$ cat config.mk
export PLATFORM = sky130hd
export DESIGN_NAME = dts_timer
export DESIGN_NICKNAME = d
export VERILOG_FILES = /design/src/dts_pkg.sv /design/src/dts_timer.sv
export SDC_FILE = /design/constraint.sdc
export NUM_CORES = 1
export LEC_CHECK = 0
export ABC_AREA = 1
export BUFFER_PORTS_ARGS = -buffer_cell sky130_fd_sc_hd__buf_2
export CORE_MARGIN = 2
export CORE_UTILIZATION = 61
export DETAILED_ROUTE_END_ITERATION = 10
export PLACE_DENSITY_LB_ADDON = 0.05
export SYNTH_ARGS = -nofsm -noshare
export SYNTH_HDL_FRONTEND = slang
export SYNTH_SLANG_ARGS = --single-unit
$ cat constraint.sdc
create_clock -name sys_clk_i -period 2.15 [get_ports sys_clk_i]
set_clock_uncertainty 0.1 [all_clocks]
set_input_delay 0.3225 -clock sys_clk_i [delete_from_list [all_inputs] [get_ports sys_clk_i]]
set_output_delay 0.3225 -clock sys_clk_i [all_outputs]
set_load 0.02 [all_outputs]
$ cat src/dts_pkg.sv
// Package for the dual timer start, match and interrupt block.
// Assumes one 100 MHz clock and a plain strobed register port.
package dts_pkg;
    // Register port and counter widths
    localparam int ADDR_W = 4;
    localparam int DATA_W = 16;
    localparam int CNT_W = 16;
    // Register offsets (register index on the plain port)
    localparam logic [3:0] OFS_STATUS = 4'h0;
    localparam logic [3:0] OFS_IRQ_REQ = 4'h1;
    localparam logic [3:0] OFS_IRQ_MASK = 4'h2;
    localparam logic [3:0] OFS_START = 4'h3;
    localparam logic [3:0] OFS_GRA0 = 4'h4;
    localparam logic [3:0] OFS_GRA1 = 4'h5;
    localparam logic [3:0] OFS_CNT0 = 4'h6;
    localparam logic [3:0] OFS_CNT1 = 4'h7;
    localparam logic [3:0] OFS_EVT_STATUS = 4'h8;
    localparam logic [3:0] OFS_EVT_CLEAR = 4'h9;
    localparam logic [3:0] OFS_EVT_ENABLE = 4'ha;
    // Field positions
    localparam int POS_MATCH_A = 0;
    localparam int POS_CH0_IRQ = 1;
    localparam int POS_CH0_RUN = 0;
    localparam int POS_CH1_RUN = 1;
    localparam int POS_CH0_CONT = 2;
    localparam int POS_CH1_CONT = 3;
    localparam int POS_EVT_CH0 = 0;
    localparam int POS_EVT_CH1 = 1;
    // Reset values
    localparam logic RST_IRQ_MASK = 1'h1;
    localparam logic [3:0] RST_START = 4'h0;
    localparam logic [15:0] RST_GRA = 16'hffff;
    localparam logic [15:0] RST_CNT = 16'h0000;

    // Register port request from software
    typedef struct packed {
        logic [3:0] addr;
        logic [15:0] wdata;
        logic wr;
        logic rd;
    } dts_bus_type;

    // Whole state of the block
    typedef struct packed {
        logic match_flag_a;
        logic clear_armed;
        logic ch0_irq_request;
        logic ch0_irq_mask;
        logic [3:0] start;
        logic [15:0] gra0;
        logic [15:0] gra1;
        logic [15:0] cnt0;
        logic [15:0] cnt1;
        logic [1:0] evt_status;
        logic [1:0] evt_enable;
        logic [15:0] rdata;
        logic irq;
        logic ch0_int;
    } dts_state_type;
endpackage : dts_pkg

$ cat src/dts_timer.sv
// Two timer channels with start control, match flag A and interrupts.
// Assumes software drives the plain strobed port synchronous to sys_clk_i.
// Counters step once per clock and wrap at ffff when set to continue.
//
// What this block does
// - Set match flag A, status bit 0, when counter 0 equals register A while channel 0 runs.
// - Flag A clears only by reading status, then writing 0 to bit 0.
// - Channel 0 request flag, bit 1, reads 1 while a request is pending.
// - Channel 0 mask bit 1: 0 enables the interrupt, 1 disables it.
// - Start bit 3: channel 1 stops at its match when 0, continues when 1.
// - Start bit 2: channel 0 stops at its match when 0, continues when 1.
// - Start bit 1 halts channel 1 when 0 and runs it when 1.
// - Start bit 0 halts channel 0 when 0 and runs it when 1.
//
// Our own choices: the register offsets and the address-and-strobe port.
`timescale 1ns/100ps
`default_nettype none
module dts_timer
    import dts_pkg::*;
(
    input wire logic sys_clk_i,
    input wire logic rst_n_i,
    input wire dts_bus_type bus_i,
    output logic [DATA_W-1:0] rdata_o,
    output logic irq_o,
    output logic ch0_int_o
);

    dts_state_type st_r;
    dts_state_type st_nxt;
    logic match0;
    logic match1;

    // Write strobe aimed at one register
    function automatic logic wr_hit(input dts_bus_type b,
                                    input logic [3:0] ofs);
        wr_hit = b.wr && (b.addr == ofs);
    endfunction : wr_hit

    // Read strobe aimed at one register
    function automatic logic rd_hit(input dts_bus_type b,
                                    input logic [3:0] ofs);
        rd_hit = b.rd && (b.addr == ofs);
    endfunction : rd_hit

    // Match only counts while the channel runs, so a stopped counter
    // parked on register A does not keep firing
    assign match0 = st_r.start[POS_CH0_RUN] && (st_r.cnt0 == st_r.gra0);
    assign match1 = st_r.start[POS_CH1_RUN] && (st_r.cnt1 == st_r.gra1);

    // Next state of every register
    always_comb
    begin
        st_nxt = st_r;

        // Software writes to plain control registers
        if (wr_hit(bus_i, OFS_IRQ_REQ))
        begin
            st_nxt.ch0_irq_request = bus_i.wdata[POS_CH0_IRQ];
        end
        if (wr_hit(bus_i, OFS_IRQ_MASK))
        begin
            st_nxt.ch0_irq_mask = bus_i.wdata[POS_CH0_IRQ];
        end
        if (wr_hit(bus_i, OFS_START))
        begin
            st_nxt.start = bus_i.wdata[3:0];
        end
        if (wr_hit(bus_i, OFS_GRA0))
        begin
            st_nxt.gra0 = bus_i.wdata;
        end
        if (wr_hit(bus_i, OFS_GRA1))
        begin
            st_nxt.gra1 = bus_i.wdata;
        end
        if (wr_hit(bus_i, OFS_EVT_ENABLE))
        begin
            st_nxt.evt_enable = bus_i.wdata[1:0];
        end
        if (wr_hit(bus_i, OFS_EVT_CLEAR))
        begin
            st_nxt.evt_status = st_r.evt_status & ~bus_i.wdata[1:0];
        end

        // Channel 0 counter: halt, run, stop or continue at match
        if (wr_hit(bus_i, OFS_CNT0))
        begin
            st_nxt.cnt0 = bus_i.wdata;
        end
        else if (st_r.start[POS_CH0_RUN])
        begin
            if (match0 && !st_r.start[POS_CH0_CONT])
            begin
                st_nxt.start[POS_CH0_RUN] = 1'b0;
            end
            else
            begin
                st_nxt.cnt0 = st_r.cnt0 + 16'h0001;
            end
        end

        // Channel 1 counter, same scheme
        if (wr_hit(bus_i, OFS_CNT1))
        begin
            st_nxt.cnt1 = bus_i.wdata;
        end
        else if (st_r.start[POS_CH1_RUN])
        begin
            if (match1 && !st_r.start[POS_CH1_CONT])
            begin
                st_nxt.start[POS_CH1_RUN] = 1'b0;
            end
            else
            begin
                st_nxt.cnt1 = st_r.cnt1 + 16'h0001;
            end
        end

        // Clear of flag A needs a prior status read that saw it set;
        // any status write uses up that read
        if (rd_hit(bus_i, OFS_STATUS) && st_r.match_flag_a)
        begin
            st_nxt.clear_armed = 1'b1;
        end
        if (wr_hit(bus_i, OFS_STATUS))
        begin
            st_nxt.clear_armed = 1'b0;
            if (st_r.clear_armed && !bus_i.wdata[POS_MATCH_A])
            begin
                st_nxt.match_flag_a = 1'b0;
            end
        end

        // Hardware sets win over same-cycle clears
        if (match0)
        begin
            st_nxt.match_flag_a = 1'b1;
            st_nxt.ch0_irq_request = 1'b1;
            st_nxt.evt_status[POS_EVT_CH0] = 1'b1;
        end
        if (match1)
        begin
            st_nxt.evt_status[POS_EVT_CH1] = 1'b1;
        end

        // Read data, valid only in the cycle after the strobe
        st_nxt.rdata = 16'h0000;
        if (bus_i.rd)
        begin
            unique case (bus_i.addr)
                OFS_STATUS: st_nxt.rdata[POS_MATCH_A] = st_r.match_flag_a;
                OFS_IRQ_REQ:
                    st_nxt.rdata[POS_CH0_IRQ] = st_r.ch0_irq_request;
                OFS_IRQ_MASK:
                    st_nxt.rdata[POS_CH0_IRQ] = st_r.ch0_irq_mask;
                OFS_START: st_nxt.rdata[3:0] = st_r.start;
                OFS_GRA0: st_nxt.rdata = st_r.gra0;
                OFS_GRA1: st_nxt.rdata = st_r.gra1;
                OFS_CNT0: st_nxt.rdata = st_r.cnt0;
                OFS_CNT1: st_nxt.rdata = st_r.cnt1;
                OFS_EVT_STATUS: st_nxt.rdata[1:0] = st_r.evt_status;
                OFS_EVT_ENABLE: st_nxt.rdata[1:0] = st_r.evt_enable;
                default: st_nxt.rdata = 16'h0000; // Unmapped and clear reg
            endcase
        end

        // Outputs follow the next flags so they leave a flop
        st_nxt.irq = |(st_nxt.evt_status & st_nxt.evt_enable);
        st_nxt.ch0_int = st_nxt.ch0_irq_request
                         && !st_nxt.ch0_irq_mask;
    end

    // State register with synchronous reset
    always_ff @(posedge sys_clk_i)
    begin
        if (!rst_n_i)
        begin
            st_r <= '0;
            st_r.ch0_irq_mask <= RST_IRQ_MASK;
            st_r.start <= RST_START;
            st_r.gra0 <= RST_GRA;
            st_r.gra1 <= RST_GRA;
            st_r.cnt0 <= RST_CNT;
            st_r.cnt1 <= RST_CNT;
        end
        else
        begin
            st_r <= st_nxt;
        end
    end

    // Outputs straight from the state flops, no logic after them
    assign rdata_o = st_r.rdata;
    assign irq_o = st_r.irq;
    assign ch0_int_o = st_r.ch0_int;
endmodule : dts_timer
`default_nettype wire

# Word level (Yosys, flattened, before mapping)
# Index checks and enable logic that the tools add are counted.
dict set report op_classes {
  n_addsub 2
  n_mul 0
  n_div 0
  order_cmp 0
  n_eq_ne 14
  n_shift 0
  muxes 28
  bitwise 4
  n_reduce_logical 33
}
# operator count
set op_table {}
lappend op_table {{16-bit two-way mux} 6}
lappend op_table {{12-bit case mux with 4 select lines} 1}
lappend op_table {{16-bit by 1-bit adder with 16-bit output (second input constant)} 2}
lappend op_table {{16-bit == test} 2}
lappend op_table {{1-bit logical AND} 18}
lappend op_table {{4-bit by 3-bit == test with 1-bit output (second input constant)} 4}
lappend op_table {{1-bit two-way mux} 14}
lappend op_table {{4-bit == test (second input constant)} 3}
lappend op_table {{2-bit case mux with 5 select lines} 1}
lappend op_table {{1-bit case mux with 9 select lines} 1}
lappend op_table {{4-bit by 2-bit == test with 1-bit output (second input constant)} 2}
lappend op_table {{2-bit two-way mux} 4}
lappend op_table {{1-bit case mux with 8 select lines} 1}
lappend op_table {{2-bit AND reduction} 4}
lappend op_table {{2-bit nonzero test} 4}
lappend op_table {{2-bit AND} 2}
lappend op_table {{4-bit by 1-bit == test with 1-bit output (second input constant)} 1}
lappend op_table {{1-bit logical NOT} 4}
lappend op_table {{4-bit logical NOT} 1}
lappend op_table {{2-bit != test (second input constant)} 2}
lappend op_table {{2-bit OR reduction} 2}
lappend op_table {{2-bit NOT} 1}
lappend op_table {{1-bit NOT} 1}
dict set report totals {
  reg_bits 94
  latchBits 0
  ramBits 0
  mem_bits_ro 0
  word_cells 96
  n_memories 0
}

# Longest topological paths before layout
dict set report depth {
  word_depth 6
  depth_mapped 13
}

# Least setup slack after synthesis
# No wires, ideal clock.
dict set report synth_timing {
  path_type {register -> register}
  from {register st_r[45] (netlist bit)}
  to {register st_r[47] (netlist bit)}
  setup_time_ns 0.113
  t_arrival_ns 1.384
  required_ns 1.937
  path_slack_ns 0.552
  path_stages_with_launch 12
  path_buffers 3
  period_less_slack_ns 1.598
  cell_sequence {dfxtp_1 -> buf_2 -> nand2_1 -> nand2_1 -> nor2_1 -> nand2_1 -> nor2_1 -> nand4_2 -> buf_6 -> buf_6 -> a21oi_2 -> nor2_1}
}
dict set report synth_via {
  elab_chain_len 5
  word_cells_on_any_way 9
  cone_classes {add/sub: 1; eq/ne: 2; mux: 3; reduce/logical: 3}
}
# element line_no
set synth_rtl {}
lappend synth_rtl {{from (decl)} dts_timer.sv:29} ;# dts_state_type st_r;
lappend synth_rtl {{from (signal assigned)} dts_timer.sv:189} ;# st_r <= st_nxt;
lappend synth_rtl {{branches (longest 5 deep; another with 16-bit by 1-bit adder with 16-bit output)} --}
# Several ways; the timed one is not identified. The select of a mux whose other input is x is not followed.
# A chain may end at the register's enable or synchronous reset.

# Worst setup path after layout
dict set report layout_timing {
  from {register st_r[50] (netlist bit)}
  to {register st_r, in the netlist irq_o}
}
dict set report layout_via {
  elab_chain_len 5
}
# element line_no
set layout_rtl {}
lappend layout_rtl {{16-bit == test} dts_timer.sv:48} ;# assign match0 = st_r.start[POS_CH0_RUN] && (st_r.cnt0 == st_r.gra0);
lappend layout_rtl {{1-bit logical AND} dts_timer.sv:48}
lappend layout_rtl {{1-bit two-way mux} dts_timer.sv:136} ;# if (match0)
lappend layout_rtl {{2-bit AND} dts_timer.sv:169} ;# st_nxt.irq = |(st_nxt.evt_status & st_nxt.evt_enable);
lappend layout_rtl {{2-bit OR reduction} dts_timer.sv:169}
# Every way passes these cells.

==> flow_summary.ini <==
[outcome]
status = finished, final reports clean

[power]
p_int_w = 0.00237
ir_drop_uv = 336
leakagePower_nw = 2.96
switchingPower_w = 0.00106
power_frac_seq_pct = 53.5
pwr-share-comb_pct = 12.2
p_clk_share_pct = 34.3
powerDensity_nw_per_um2 = 566
swShare_pct = 30.9

[min_path]
hold_end = st_r[77]$_SDFFE_PN1P_
hp-class = in2reg
min_path_cells = 3
hold_path_startpoint = bus_i[9]

[clocking]
cts.reportedPaths.clkPinSlew_ns = 0.11
clockBufferDepth = 2
h-tree-depth = 3
cts_tree = yes
numCtsBuffers = 9
cts_root_buf = clkbuf_8
cts_hold_buf = 0
insertion_delay_ns = 0.38
clock-sinks = 94

[detailed_routing]
drt-initial-drc-count = 444
vias = 5948
drcViolationCount = 0
dr.pass1.iters = 7
wl_um = 17000
detail_route.vias_per_cell = 5.87
avgRoutedWirePerCell_um = 16.8
drtAntennaViolNets = 0

[global_routing]
grt_pass1_wl_um = 27200
grt_use_total_pct = 34.4
grt_max_degree = 33
grt_pass1_vias = 5520
antenna_found_initial = 0
grt_overflow = 0

[yosys]
synth_flop_cell = dfxtp_1
synth_area_um2 = 5650
syn_inst = 877
syn_nets = 903
avgSynthCellArea_um2 = 6.44
ys_seq_area_share_pct = 33.3
synth.distinct_cells = 41
synth-seq-cells = 94
async_flop_share_pct = 0
ys_warn_count = 0
synth_edf_count = 0

[sta]
finalCritPeriodShare_pct = 88.5
setup_viol = 0
worst_hold_slack_ns = 0.113
slew_headroom_pct = 60.0
max_freq_mhz = 525
setup-tns-final_ns = 0
min_period_ns = 1.90
final_hold_viol_count = 0
drv_slew = 0
worst_slew_pin_slew_ns = 0.599
rsz0062_at_grt = false

[floorplan]
fp-row-count = 35
io_pins = 42
die_area_um2 = 10100
die_h_um = 100
core_area_um2 = 9110
die_x_um = 100
initial_core_util_pct = 62.0

[placed_design]
hpwl_um = 13000
port_buffers = 41
gp_congestion = 1.02

[worst_setup_path]
setup.worst_path.start_class = flip-flop
crit-reg2reg-launch = st_r[50]$_SDFFE_PN0P_
critPathArrivalTime_ns = 2.13
worstReg2RegEnd = irq_o$_SDFF_PN0_
reg2regPathDepth = 10
path_max_fanout = 5
r2r_setup_slack_ns = 0.25
required_ns = 2.38
critPathCaptureType = flip-flop
critical_path_class = reg2reg

[cells_and_area]
layout-drive-gt1-share_pct = 14.4
diodes = 0
syn2layout_area_growth_pct = 7.28
mostFrequentLayoutCells = nand2_1 (234), nor2_1 (107), dfxtp_1 (93), inv_1 (88), nand3_1 (53)
nets = 923
mostFrequentLayoutCell = nand2_1

[flow_run]
cap_viol_max_count = 0
[Yosys cell counts, types with 2 or more instances]
cell type	count	area, um2
nand2_4	4	45.0
buf_2	18	90.1
nand3_1	53	265
a21oi_2	9	78.8
nand3b_1	8	60.1
or2_2	3	18.8
o22ai_1	20	125
nand4_1	17	106
nor2_1	109	409
inv_2	15	56.3
o21ai_0	49	245
dfxtp_1	94	1880
buf_6	3	33.8
a211oi_1	2	15.0
o31ai_1	3	22.5
xor2_1	5	43.8
a31oi_1	2	12.5
nor2_2	6	37.5
a221oi_1	12	105
nand2_1	234	878
inv_1	88	330
clkbuf_1	12	45.0
nor2_4	2	22.5
nor3_1	14	70.1
a21oi_1	35	175
ha_1	2	25.0
buf_4	18	135
mux2i_1	3	30.0
inv_4	2	12.5
o211ai_1	18	135
nand2_2	7	43.8
[through the flow]
step                      cells  area [um2]  worst slack, ns  total power, W  utilization, %
after floorplan             877        5650            0.552         0.00214               -
after global placement      994        5830            0.168         0.00227            64.0
after detailed placement    994        5830           0.0840         0.00228            64.0
after CTS                  1010        6020            0.107         0.00342            66.0
after global routing       1013        6060           0.0261         0.00355            66.6
final                      1013        6060            0.247         0.00343            66.6
[cell type report]
| cell class | count | area (um2) |
|---|---|---|
| inverter | 105 | 399 |
| tap | 111 | 139 |
| fill | 849 | 3050 |
| timing repair buffer | 60 | 373 |
| multi-input combinational | 627 | 3080 |
| clock buffer | 9 | 124 |
| sequential | 94 | 1880 |
| clock inverter | 7 | 65.1 |
[how the worst max path moves through the flow]
stage	start	to	slack [ns]	cells after the start
2_1_floorplan	st_r[45]$_SDFFE_PN0P_	st_r[47]$_SDFFE_PN0P_	0.55	11
3_3_place_gp	bus_i[19]	st_r[33]$_SDFFE_PN0P_	0.17	13
3_5_place_dp	bus_i[19]	st_r[28]$_SDFFE_PN0P_	0.08	13
4_1_cts	st_r[32]$_SDFFE_PN0P_	st_r[28]$_SDFFE_PN0P_	0.11	11
5_1_grt	st_r[39]$_SDFFE_PN0P_	st_r[46]$_SDFFE_PN0P_	0.03	12
6_report	st_r[50]$_SDFFE_PN0P_	irq_o$_SDFF_PN0_	0.25	10
[flip-flops by register name, summed over array words and instances (netlist names)]
| register | cells |
|---|---|
| rdata_o | 16 |
| st_r | 76 |
| irq_o | 1 |
| ch0_int_o | 1 |
[kinds of logic (layout without fill, tap and decap cells)]
family	Yosys count	count (layout)	synth area share (%)
AOI/OAI and AO/OA	153	153	16.6
xor gates and xnor gates	6	6	0.930
adders and majority gates	2	2	0.443
buffers and inverters	156	181	12.4
DFF	94	94	33.3
muxes	3	3	0.531
and+or+nand+nor	463	463	35.8
[metal layers]
metal | wire [um] | vias to the layer above | global-route usage [%]
met3 | 1190 | 52 | 4.32
met2 | 7900 | 301 | 56.3
met4 | 821 | 0 | 18.5
li1 | - | 2886 | -
met5 | 0 | - | 0
met1 | 7130 | 2709 | 44.2
[power groups by stage]
stage | registers [W] | logic, W | clock network (W)
after detailed placement | 0.00188 | 0.000407 | 0
final | 0.00184 | 0.000418 | 0.00118
after global placement | 0.00187 | 0.000398 | 0
after CTS | 0.00184 | 0.000409 | 0.00118
after floorplan | 0.00186 | 0.000286 | 0
after global routing | 0.00184 | 0.000461 | 0.00125
[worst max-delay path: stages (launching register included)]
cell and delay (ns):
dfxtp_1 0.46, inv_1 0.13, nand2_1 0.07, nand2_1 0.04, nor2_1 0.15, nand2_1 0.08, nor2_1 0.18, nand3_1 0.25
a21oi_1 0.23, nand2_1 0.07, nand2_1 0.07
[what timing repair did]
action	4_1_cts	5_1_grt
endpoints found under the setup margin	0	8
gates resized for setup	0	3
hold endpoints to repair	0	0
buffers inserted	0	3
Power figures use the tool's default switching activity.
